[config.mk]
export PLATFORM = sky130hd
export DESIGN_NAME = board_id_and_reset_retention
export DESIGN_NICKNAME = d
export VERILOG_FILES = /design/src/pkg/card_regs_pkg.sv /design/src/verilog/board_id_and_reset_retention.sv
export SDC_FILE = /design/constraint.sdc
export NUM_CORES = 1
export LEC_CHECK = 0
export BUFFER_PORTS_ARGS = -buffer_cell sky130_fd_sc_hd__buf_2
export CELL_PAD_IN_SITES_DETAIL_PLACEMENT = 0
export CELL_PAD_IN_SITES_GLOBAL_PLACEMENT = 1
export CORE_MARGIN = 1.5
export CORE_UTILIZATION = 40
export DETAILED_ROUTE_END_ITERATION = 6
export PLACE_DENSITY_LB_ADDON = 0.1
export SKIP_LAST_GASP = 1
export SLEW_MARGIN = 30
export SYNTH_ARGS = -nofsm -noshare
export SYNTH_HDL_FRONTEND = slang
export SYNTH_SLANG_ARGS = --single-unit
[constraint.sdc]
create_clock -name clk -period 1.8 [get_ports clk]
set_input_delay 0.54 -clock clk [delete_from_list [all_inputs] [get_ports clk]]
set_output_delay 0.54 -clock clk [all_outputs]
set_load 0.05 [all_outputs]
[src/pkg/card_regs_pkg.sv]
package card_regs_pkg;

	localparam int         NUM_CHANNELS    = 4;
	localparam int         CODE_WIDTH      = 12;
	localparam int         ADDR_WIDTH      = 5;
	localparam int         DATA_WIDTH      = 8;
	localparam int         ID_WIDTH        = 4;
	// Byte offsets in the card's I/O space
	localparam logic [4:0] OFS_CODE_BASE   = 5'h00;
	localparam logic [4:0] OFS_CODE_LAST   = 5'h07;
	localparam logic [4:0] OFS_RANGE       = 5'h08;
	localparam logic [4:0] OFS_CARD_NUMBER = 5'h14;
	// Range field: two bits per channel, span low, bipolar high
	localparam int         RANGE_SPAN_BIT  = 0;
	localparam int         RANGE_BIP_BIT   = 1;
	localparam int         RANGE_FIELD_W   = 2;
	// Default: 0 to +5 V, code for zero volts
	localparam logic [7:0]  RANGE_DEFAULT  = 8'h00;
	localparam logic [11:0] CODE_DEFAULT   = 12'h000;
	localparam logic [3:0]  CODE_HIGH_MASK = 4'hf;

endpackage : card_regs_pkg

[src/verilog/board_id_and_reset_retention.sv]
`timescale 1ns/1ps
// Summary of operation
// [RULE_01] Retention jumper fitted: warm reset keeps ranges and output codes unchanged.
// [RULE_02] Power loss clears ranges and codes regardless of the jumper.
// [RULE_03] Default state: every channel 0 to 5 V, every output code zero volts.
// [RULE_04] Jumper not fitted: warm reset and power-off both restore defaults.
// [RULE_05] Switch position k drives identifier bit k; ON gives 0, OFF gives 1.
// [RULE_06] Read at byte offset 20 returns identifier in bits 3..0.
// [RULE_07] All switches ON as shipped reads identifier zero.
// [RULE_08] Host sets a channel to 0 to 5 V before using its current sink.
// [RULE_09] Range register at offset 8 holds bipolar and span bits per channel.
// [RULE_10] Identifier bits 7..4 read zero; writes to it are ignored.
module board_id_and_reset_retention
	import card_regs_pkg::*;
(
	input  wire logic                   clk,           // Bus clock, 20 MHz
	input  wire logic                   resetn,        // Power-on reset, async, active low
	input  wire logic                   ce,            // Clock enable, freezes state when low
	input  wire logic                   warmResetn,    // Host warm reset, active low, synchronous
	input  wire logic                   retentionJumper, // High when retention jumper fitted
	input  wire logic [ID_WIDTH-1:0]    cardNumberSwitch, // Switch positions, high = ON
	input  wire logic [ADDR_WIDTH-1:0]  addr,          // Byte offset from base
	input  wire logic                   wrStrobe,      // One-cycle write request
	input  wire logic                   rdStrobe,      // One-cycle read request
	input  wire logic [DATA_WIDTH-1:0]  wrData,        // Write data byte
	output logic      [DATA_WIDTH-1:0]  rdData,        // Read data byte, registered
	output logic      [NUM_CHANNELS*RANGE_FIELD_W-1:0] rangeSel, // Per-channel range bits
	output logic      [NUM_CHANNELS*CODE_WIDTH-1:0]    outCode   // Per-channel output codes
);

	// Bytes per channel code word, low byte at the even offset
	localparam int          CODE_BYTES = 2;
	// Bits of a code carried by the high byte
	localparam int          HIGH_W     = CODE_WIDTH - DATA_WIDTH;
	// Width of the packed range field
	localparam int          RANGE_W    = NUM_CHANNELS * RANGE_FIELD_W;

	// Synchroniser reset values match an all-ON switch and an absent jumper
	localparam logic [ID_WIDTH-1:0] SW_IDLE  = '0;
	localparam logic                JMP_IDLE = 1'b0;

	// Switch path: mechanical and asynchronous to the bus clock
	logic [ID_WIDTH-1:0]    swSync1;
	logic [ID_WIDTH-1:0]    swSync2;
	logic [ID_WIDTH-1:0]    swSync3;
	logic [ID_WIDTH-1:0]    cardNumber;
	// Jumper path: a strap, but nothing stops it being moved with power on
	logic                   jmpSync1;
	logic                   jmpSync2;
	logic                   jmpSync3;
	logic                   retainOn;
	// Per-channel storage, flattened onto outCode below
	logic [CODE_WIDTH-1:0]  codeReg     [NUM_CHANNELS];
	logic [DATA_WIDTH-1:0]  lowByteHold [NUM_CHANNELS];
	logic [DATA_WIDTH-1:0]  next_rdData;

	// Address decode
	wire                    selRange   = (addr == OFS_RANGE);
	wire                    selCardId  = (addr == OFS_CARD_NUMBER);
	wire                    wrRange    = wrStrobe && selRange;
	wire                    rdTaken    = ce && rdStrobe;

	// Synchroniser agreement
	wire                    swAgree    = (swSync2 == swSync3);
	wire                    jmpAgree   = (jmpSync2 == jmpSync3);

	// ON pulls a position high and reads as a zero bit
	wire [ID_WIDTH-1:0]     swInverted = ~cardNumberSwitch; // [RULE_05] [RULE_07]

	// resetn is power loss and always clears; warm reset clears only with retention off
	wire                    warmReset  = !warmResetn;
	wire                    clearState = warmReset && !retainOn; // [RULE_01] [RULE_04]

	// Upper identifier bits are zero by extension; no write path reaches cardNumber
	wire [DATA_WIDTH-1:0]   idReadValue = DATA_WIDTH'(cardNumber); // [RULE_10]

	// Range register: a warm clear beats a write in the same cycle
	wire [RANGE_W-1:0]      next_rangeSel = clearState ? RANGE_DEFAULT :
	                                        wrRange    ? wrData :
	                                        rangeSel;

	// Switch synchroniser, first stage
	always_ff @(posedge clk or negedge resetn) begin
		if (!resetn) begin
			swSync1 <= SW_IDLE;
		end else if (ce) begin
			swSync1 <= swInverted;
		end
	end

	// Only stage 2 reads stage 1, so a metastable sample never reaches the compare
	always_ff @(posedge clk or negedge resetn) begin
		if (!resetn) begin
			swSync2 <= SW_IDLE;
		end else if (ce) begin
			swSync2 <= swSync1;
		end
	end

	// Third stage only feeds the agreement check
	always_ff @(posedge clk or negedge resetn) begin
		if (!resetn) begin
			swSync3 <= SW_IDLE;
		end else if (ce) begin
			swSync3 <= swSync2;
		end
	end

	// A new setting counts once stages 2 and 3 agree, so a half-settled sample is not taken
	always_ff @(posedge clk or negedge resetn) begin
		if (!resetn) begin
			cardNumber <= SW_IDLE;
		end else if (ce && swAgree) begin
			cardNumber <= swSync2; // [RULE_05]
		end
	end

	// Jumper synchroniser, same three stages as the switch
	always_ff @(posedge clk or negedge resetn) begin
		if (!resetn) begin
			jmpSync1 <= JMP_IDLE;
		end else if (ce) begin
			jmpSync1 <= retentionJumper;
		end
	end

	always_ff @(posedge clk or negedge resetn) begin
		if (!resetn) begin
			jmpSync2 <= JMP_IDLE;
		end else if (ce) begin
			jmpSync2 <= jmpSync1;
		end
	end

	always_ff @(posedge clk or negedge resetn) begin
		if (!resetn) begin
			jmpSync3 <= JMP_IDLE;
		end else if (ce) begin
			jmpSync3 <= jmpSync2;
		end
	end

	// Retention takes effect a few cycles after the jumper moves; a limitation for hot changes
	always_ff @(posedge clk or negedge resetn) begin
		if (!resetn) begin
			retainOn <= JMP_IDLE;
		end else if (ce && jmpAgree) begin
			retainOn <= jmpSync2; // [RULE_01]
		end
	end

	// Range settings; power loss always restores the default
	always_ff @(posedge clk or negedge resetn) begin
		if (!resetn) begin
			rangeSel <= RANGE_DEFAULT; // [RULE_02] [RULE_03]
		end else if (ce) begin
			rangeSel <= next_rangeSel; // [RULE_09]
		end
	end

	// One storage slice per channel
	genvar ch;
	generate
		for (ch = 0; ch < NUM_CHANNELS; ch++) begin : g_chan
			localparam logic [ADDR_WIDTH-1:0] LO_OFS = OFS_CODE_BASE + ADDR_WIDTH'(CODE_BYTES * ch);
			localparam logic [ADDR_WIDTH-1:0] HI_OFS = LO_OFS + ADDR_WIDTH'(1);

			wire                    addrLo     = (addr == LO_OFS);
			wire                    addrHi     = (addr == HI_OFS);
			wire                    wrLow      = wrStrobe && addrLo;
			wire                    wrHigh     = wrStrobe && addrHi;

			// High byte carries the top bits; the rest of that byte is unused
			wire [HIGH_W-1:0]       highBits   = wrData[HIGH_W-1:0] & CODE_HIGH_MASK;
			// The held low byte joins the high byte, so the output moves only once
			wire [CODE_WIDTH-1:0]   pairedCode = {highBits, lowByteHold[ch]};
			wire [DATA_WIDTH-1:0]   next_lowByte = clearState ? '0 :
			                                       wrLow      ? wrData :
			                                       lowByteHold[ch];
			wire [CODE_WIDTH-1:0]   next_code  = clearState ? CODE_DEFAULT :
			                                     wrHigh     ? pairedCode :
			                                     codeReg[ch];

			// Held low byte; a high byte alone reuses whatever is held
			always_ff @(posedge clk or negedge resetn) begin
				if (!resetn) begin
					lowByteHold[ch] <= '0;
				end else if (ce) begin
					lowByteHold[ch] <= next_lowByte;
				end
			end

			// Output code of this channel
			always_ff @(posedge clk or negedge resetn) begin
				if (!resetn) begin
					codeReg[ch] <= CODE_DEFAULT; // [RULE_02] [RULE_03]
				end else if (ce) begin
					codeReg[ch] <= next_code; // [RULE_01] [RULE_04]
				end
			end

			assign outCode[ch*CODE_WIDTH +: CODE_WIDTH] = codeReg[ch];
		end
	endgenerate

	// Unmapped and write-only offsets read as zero
	assign next_rdData = selCardId ? idReadValue : // [RULE_06]
	                     selRange  ? rangeSel :    // [RULE_09]
	                     '0;

	// Read data stands until the next accepted read
	always_ff @(posedge clk or negedge resetn) begin
		if (!resetn) begin
			rdData <= '0;
		end else if (rdTaken) begin
			rdData <= next_rdData;
		end
	end

endmodule : board_id_and_reset_retention
==> results of run 1 <==
==> metrics by stage <==
| step | total power (W) | cell area [um2] | util | hold WS (ns) |
|---|---|---|---|---|
| after floorplan | 0.00318 | 4520 | - | 0.244 |
| after global placement | 0.00340 | 5260 | 0.483 | 0.465 |
| after detailed placement | 0.00342 | 5260 | 0.483 | 0.469 |
| after CTS | 0.00712 | 5920 | 0.544 | 0.177 |
| after global routing | 0.00731 | 5920 | 0.544 | 0.177 |
| final | 0.00705 | 5930 | 0.544 | 0.190 |
==> worst reg2reg max path: stages (launching register included) <==
cell and delay, ns:
dfrtp_1 0.43, xnor2_1 0.16, nand4_1 0.17, a21oi_1 0.28
mux2_2 0.37
==> placed cells by master, fill, tap and decap left out, types with 5 or more instances in the layout <==
cell / synthesis / layout
a22o_1: 30 / 30
buf_2: 6 / 86
buf_4: 2 / 24
bufinv_16: 0 / 5
clkbuf_16: 0 / 16
dfrtp_1: 116 / 116
mux2_2: 14 / 14
nand2_1: 30 / 30
nor2_1: 9 / 9
o21ai_0: 11 / 11
o21ai_1: 6 / 6
o2bb2ai_1: 56 / 56
==> repair_timing <==
action | 4_1_cts | 5_1_grt
hold endpoints to repair | 24 | 0
setup endpoints to repair | 0 | 0
hold buffers | 1 | 0
==> sequential cells by signal (all words and copies together) (netlist names) <==
name               flops
outCode               48
g_chan.pairedCode     32
rangeSel               8
rdData                 8
cardNumber             4
swSync1                4
swSync2                4
swSync3                4
jmpSync1               1
jmpSync2               1
jmpSync3               1
retainOn               1
==> final timing paths <==
| check | start | to | slack (ns) | cells after the start |
|---|---|---|---|---|
| min in group asynchronous | resetn | outCode[41]$_DFFE_PN0P_ | 0.50 | 2 |
| max in group asynchronous | resetn | g_chan[2].pairedCode[0]$_DFFE_PN0P_ | 0.75 | 3 |
| max reg2reg | swSync2[3]$_DFFE_PN0P_ | cardNumber[0]$_DFFE_PN0P_ | 0.28 | 4 |
| min | cardNumberSwitch[1] | swSync1[1]$_DFFE_PN0P_ | 0.19 | 2 |
| min reg2reg | outCode[44]$_DFFE_PN0P_ | outCode[44]$_DFFE_PN0P_ | 0.48 | 1 |
| max | rangeSel[0]$_DFFE_PN0P_ | rangeSel[0] | 0.06 | 1 |
==> kinds of logic after synthesis <==
group	Yosys count
xor+xnor	3
simple gates	63
compound gates	115
mux	18
flops	116
buf+inv	19
==> cells in the mapped netlist <==
| library cell | number |
|---|---|
| or2_2 | 1 |
| o2bb2ai_1 | 56 |
| nor3_1 | 3 |
| buf_2 | 6 |
| and4b_2 | 1 |
| nor2_2 | 1 |
| nand3_1 | 3 |
| a22oi_1 | 4 |
| o21ai_0 | 11 |
| nor3_4 | 1 |
| o21ai_1 | 6 |
| mux2i_1 | 4 |
| and3_1 | 2 |
| nand2b_1 | 3 |
| nor2_1 | 9 |
| o21ai_2 | 2 |
| nand4_1 | 1 |
| buf_4 | 2 |
| nand2_1 | 30 |
| a22o_2 | 2 |
| nor2b_1 | 1 |
| clkbuf_1 | 3 |
| a21oi_1 | 3 |
| inv_1 | 4 |
| a22o_1 | 30 |
| o211ai_1 | 1 |
| and2b_1 | 1 |
| nand4bb_1 | 1 |
| xnor2_1 | 3 |
| nor2_4 | 2 |
| dfrtp_1 | 116 |
| or4b_1 | 2 |
| buf_6 | 4 |
| nor3b_2 | 1 |
| mux2_2 | 14 |
==> layout make-up <==
type,instances,area share
tap,140,0.0296
inverter,4,0.00253
sequential,116,0.490
timing repair buffer,114,0.115
multi-input combinational,199,0.253
clock inverter,14,0.0376
antenna,1,0.000422
clock buffer,18,0.0722
==> metal layers <==
layer  vias to the layer above  GRT usage  wire [um]
met1                      1629      0.284       5260
met2                        65      0.321       5500
met3                         7     0.0532        450
met4                         0     0.0714         85
met5                         -          0          0
li1                       1507          -          -
==> power by group <==
group | total [W] | switching, W | leakage, nW | internal [W]
Sequential | 0.00281 | 0.0000822 | 1.57 | 0.00273
Combinational | 0.000554 | 0.000343 | 1.01 | 0.000211
Clock | 0.00369 | 0.00125 | 0.313 | 0.00244
Total | 0.00705 | 0.00167 | 2.90 | 0.00538
==> metrics.yaml, run 1 <==
crit_path_start_kind: "flip-flop"
wl_per_cell_um: 18.6
worstSetupEndpointType: "output port"
crit_fanout: 3
leakage_nw: 2.90
multi_input_area_um2: 1500
finalCriticalPeriod_ns: 1.74
clk_latency_ns: 0.52
grt_usage: 0.208
drtIter0Drc: 145
die_h_um: 109
numCtsBuffers: 17
h-tree-depth: 4
path_delay_family: "flip-flops"
cp_data_required_time_ns: 1.26
cts_tree: "done"
place_ws_ns: -0.262
synth-xor-area-share: 0.00583
netlist_area_um2: 4510
synth-compound-area-share: 0.206
finalSetupViolations: 0
std_cell_rows: 38
rsz0062_at_grt: "false"
relSlewSlack: 0.573
grt_max_degree: 39
vdd_drop_max_v: 0.000522
skew_ns: 0.00674
worstMarginPinSlew_ns: 0.636
area_growth_pct: 31.5
synthTopCellsByArea: "dfrtp_1 64%, o2bb2ai_1 11%, a22o_1 5.8%, mux2_2 3.5%, nand2_1 2.5%"
post-cts-setup-buffers: 0
synth-adder-area-share: 0
clockBufferDepth: 2
wirelength_mm: 11.3
final_cells: 606
fill_cells: 972
die-area_um2: 11900
netlist.top_cell.by_area: "dfrtp_1"
yosysWarnings: 0
finalHoldViolCount: 0
routabilityCongestion: 0.800
synth-seq-cells: 116
dr.pass1.iters: 4
drt.antenna.violating_nets: 0
fmax_mhz: 574
first_global_vias: 3256
antenna_found_initial: 0
start_util: 0.414
drc: 0
synthMuxAreaShare: 0.0439
hold_class: "primary input to flip-flop"
io_buffers: 87
synth_top_family_by_area: "compound AO/OA/AOI/OAI gates"
critPathArrivalTime_ns: 1.20
hpwl_mm: 7.57
grt_pass1_wl_mm: 18.0
report.final.slew_viol_count: 0
cts_root_buf: "clkbuf_8"
cp.buffers_inverters: 1
die_width_um: 109
yosysSeqAreaShare: 0.644
fin_tns_setup_ns: 0
clkTransAtPathRegs_ns: 0.06
crit_slowest_cell: "dfrtp_1"
path_cells: "buf_2"
core_um2: 10900
ff_latch_area_um2: 2900
path_class: "flip-flop to output port"
setup_ws_ns: 0.0593
vias: 3208
synth_fp_nets: 358
cts_resized: 0
min_period_over_period: 0.967
routed_via_density: 5.29
synth_cells: 334
synthDominantCellAreaShare: 0.644
crit_path_max_incr_delay_ns: 0.40
fin_nets: 476
cts_sinks: 116
yosys.area_share.simple: 0.0741
grt.overflow.total: 0
drive_gt1_frac: 0.370
power.density_nw_per_um2: 1190
drv_cap: 0
status: "finished clean"
dp.cells: 572
synth.distinct_cells: 35
ioPinCount: 88
syn_area_per_cell_um2: 13.5
No activity file was read; power rests on OpenSTA's default activity.
==> inputs of run 2 (changes only) <==
--- a/config.mk
+++ b/config.mk
@@ -5,13 +5,14 @@
 export SDC_FILE = /design/constraint.sdc
 export NUM_CORES = 1
 export LEC_CHECK = 0
-export BUFFER_PORTS_ARGS = -buffer_cell sky130_fd_sc_hd__buf_2
 export CELL_PAD_IN_SITES_DETAIL_PLACEMENT = 0
 export CELL_PAD_IN_SITES_GLOBAL_PLACEMENT = 1
 export CORE_MARGIN = 1.5
-export CORE_UTILIZATION = 40
+export CORE_UTILIZATION = 41
 export DETAILED_ROUTE_END_ITERATION = 6
+export DONT_BUFFER_PORTS = 1
 export PLACE_DENSITY_LB_ADDON = 0.1
+export REMOVE_ABC_BUFFERS = 1
 export SKIP_LAST_GASP = 1
 export SLEW_MARGIN = 30
 export SYNTH_ARGS = -nofsm -noshare
==> metrics.yaml, run 2 (synthesis gave the netlist of run 1 again) <==
ioPinCount: 88  # unchanged
reg2reg_depth: 4  # unchanged
path_class: "flip-flop to output port"
dp.cells: 470  # -18%
status: "complete, but fails checks"
grt.overflow.total: 0  # unchanged
fin_util: 0.490  # -0.0539
skew_ns: 0.00729  # +0.000553 ns
finalHoldViolCount: 116  # +116
clkTransAtPathRegs_ns: 0.06  # about the same
crit_path_start_kind: "flip-flop"
drv_cap: 0  # unchanged
wirelength_mm: 10.3  # -8.4%
first_global_vias: 2950  # -9.4%
r2r_start: "swSync2[2]$_DFFE_PN0P_"
grt_usage: 0.196  # -0.0116
min_period_over_period: 0.968  # +0.00143
clk_latency_ns: 0.51  # about the same
grt_pass1_wl_mm: 16.8  # -6.5%
vias: 2820  # -12%
report.final.slew_viol_count: 0  # unchanged
violations: "hold timing"
fmax_mhz: 574  # -0.15%
cts_resized: 0  # unchanged
finalSetupViolations: 0  # unchanged
std_cell_rows: 38  # unchanged
io_buffers: 0  # -100%
wl_per_cell_um: 20.6  # +11%
vdd_drop_max_v: 0.000606  # +16%
drive_gt1_frac: 0.188  # -0.182
met1_usage: 0.268  # -0.0161
critPathArrivalTime_ns: 1.20  # about the same
met2_usage: 0.279  # -0.0421
routed_via_density: 5.62  # +6.1%
worstMarginPinSlew_ns: 0.637  # +0.000916 ns
n_antenna_cell: 0  # -1
top_usage_layer: "met2"
die-area_um2: 11600  # -2.4%
power.density_nw_per_um2: 1260  # +6.2%
cts_root_buf: "clkbuf_8"
drc: 0  # unchanged
finalHoldWorstSlack_ns: -0.276  # -0.465 ns
start_util: 0.417  # +0.00365
worstSetupEndpointType: "output port"
met3_usage: 0.0757  # +0.0225
antenna_found_initial: 0  # unchanged
drtIter0Drc: 120  # -17%
layout_common_cells: "116 x dfrtp_1, 56 x o2bb2ai_1, 30 x nand2_1, 30 x a22o_1, 16 x clkbuf_16"
cts_sinks: 116  # unchanged
cts_tree: "done"
largest_register_ffs: 48  # unchanged
numCtsBuffers: 17  # unchanged
post-cts-setup-buffers: 0  # unchanged
die_h_um: 108  # -1.2%
dr.pass1.iters: 6  # +2
grt_max_degree: 117  # +200%
r2r_slack_ns: 0.25  # -0.03 ns
final_cells: 502  # -17%
leakage_nw: 2.36  # -19%
power_w: 0.00669  # -5.2%
relSlewSlack: 0.573  # -0.000615
core_um2: 10800  # -0.87%
fin_nets: 373  # -22%
hpwl_mm: 6.64  # -12%
final_common_cell: "dfrtp_1"
hold_class: "primary input to async pin"
clockBufferDepth: 2  # unchanged
cp_data_required_time_ns: 1.26  # about the same
drt.antenna.violating_nets: 0  # unchanged
die_width_um: 108  # -1.2%
h-tree-depth: 4  # unchanged
finalCriticalPeriod_ns: 1.74  # +0.00258 ns
worst_r2r_endpoint: "cardNumber[3]$_DFFE_PN0P_"
crit_fanout: 3  # unchanged
rsz0062_at_grt: "false"
area_growth_pct: 17.5
routabilityCongestion: 0.748  # -6.6%
-- run 2: changes by cell type in the layout (fill, tap and decap cells not counted), sizes merged --
cell / change
clkinv: +2
buf: -102
clkbuf: +5
diode: -1
dlygate4sd3: -1
clkinvlp: -1
inv: -4
bufinv: -2
-- run 2: stage by stage --
stage,setup TNS [ns],instance area [um2],setup slack (ns)
2_1_floorplan,-14.00,4400,-0.401
3_3_place_gp,-5.61,4670,-0.161
3_5_place_dp,-5.26,4670,-0.160
4_1_cts,0,5290,0.0337
5_1_grt,0,5290,0.00493
6_report,0,5290,0.0568
-- run 2: area by class of cell --
type                    count  area, um2
clock buffers              23        497
clock inverters             9        123
fillers                   961       5500
inverters                   4       15.0
multi-input cells         199       1490
flip-flops and latches    116       2900
well taps                 140        175
repair buffers             11       95.1
-- run 2: per-layer routing --
layer / wire length [um] / share of wire
met1: 4770 / 0.46
met2: 4740 / 0.46
met3: 639 / 0.062
met4: 193 / 0.019
met5: 0 / 0
-- run 2: report_power, final --
part           internal [W]  switching [W]
clock network       0.00232        0.00116
logic              0.000152       0.000196
registers           0.00273       0.000133
total               0.00520        0.00149
-- run 2: how the worst max path moves through the flow --
stage	from	endpoint	slack, ns	depth (start not counted)
CTS	rangeSel[5]$_DFFE_PN0P_	rangeSel[5]	0.03	0
detailed placement	addr[2]	outCode[0]$_DFFE_PN0P_	-0.16	5
global route	rangeSel[2]$_DFFE_PN0P_	rangeSel[2]	0.005	0
floorplan	warmResetn	outCode[24]$_DFFE_PN0P_	-0.40	3
global placement	addr[2]	outCode[0]$_DFFE_PN0P_	-0.16	5
finish	rangeSel[2]$_DFFE_PN0P_	rangeSel[2]	0.06	0
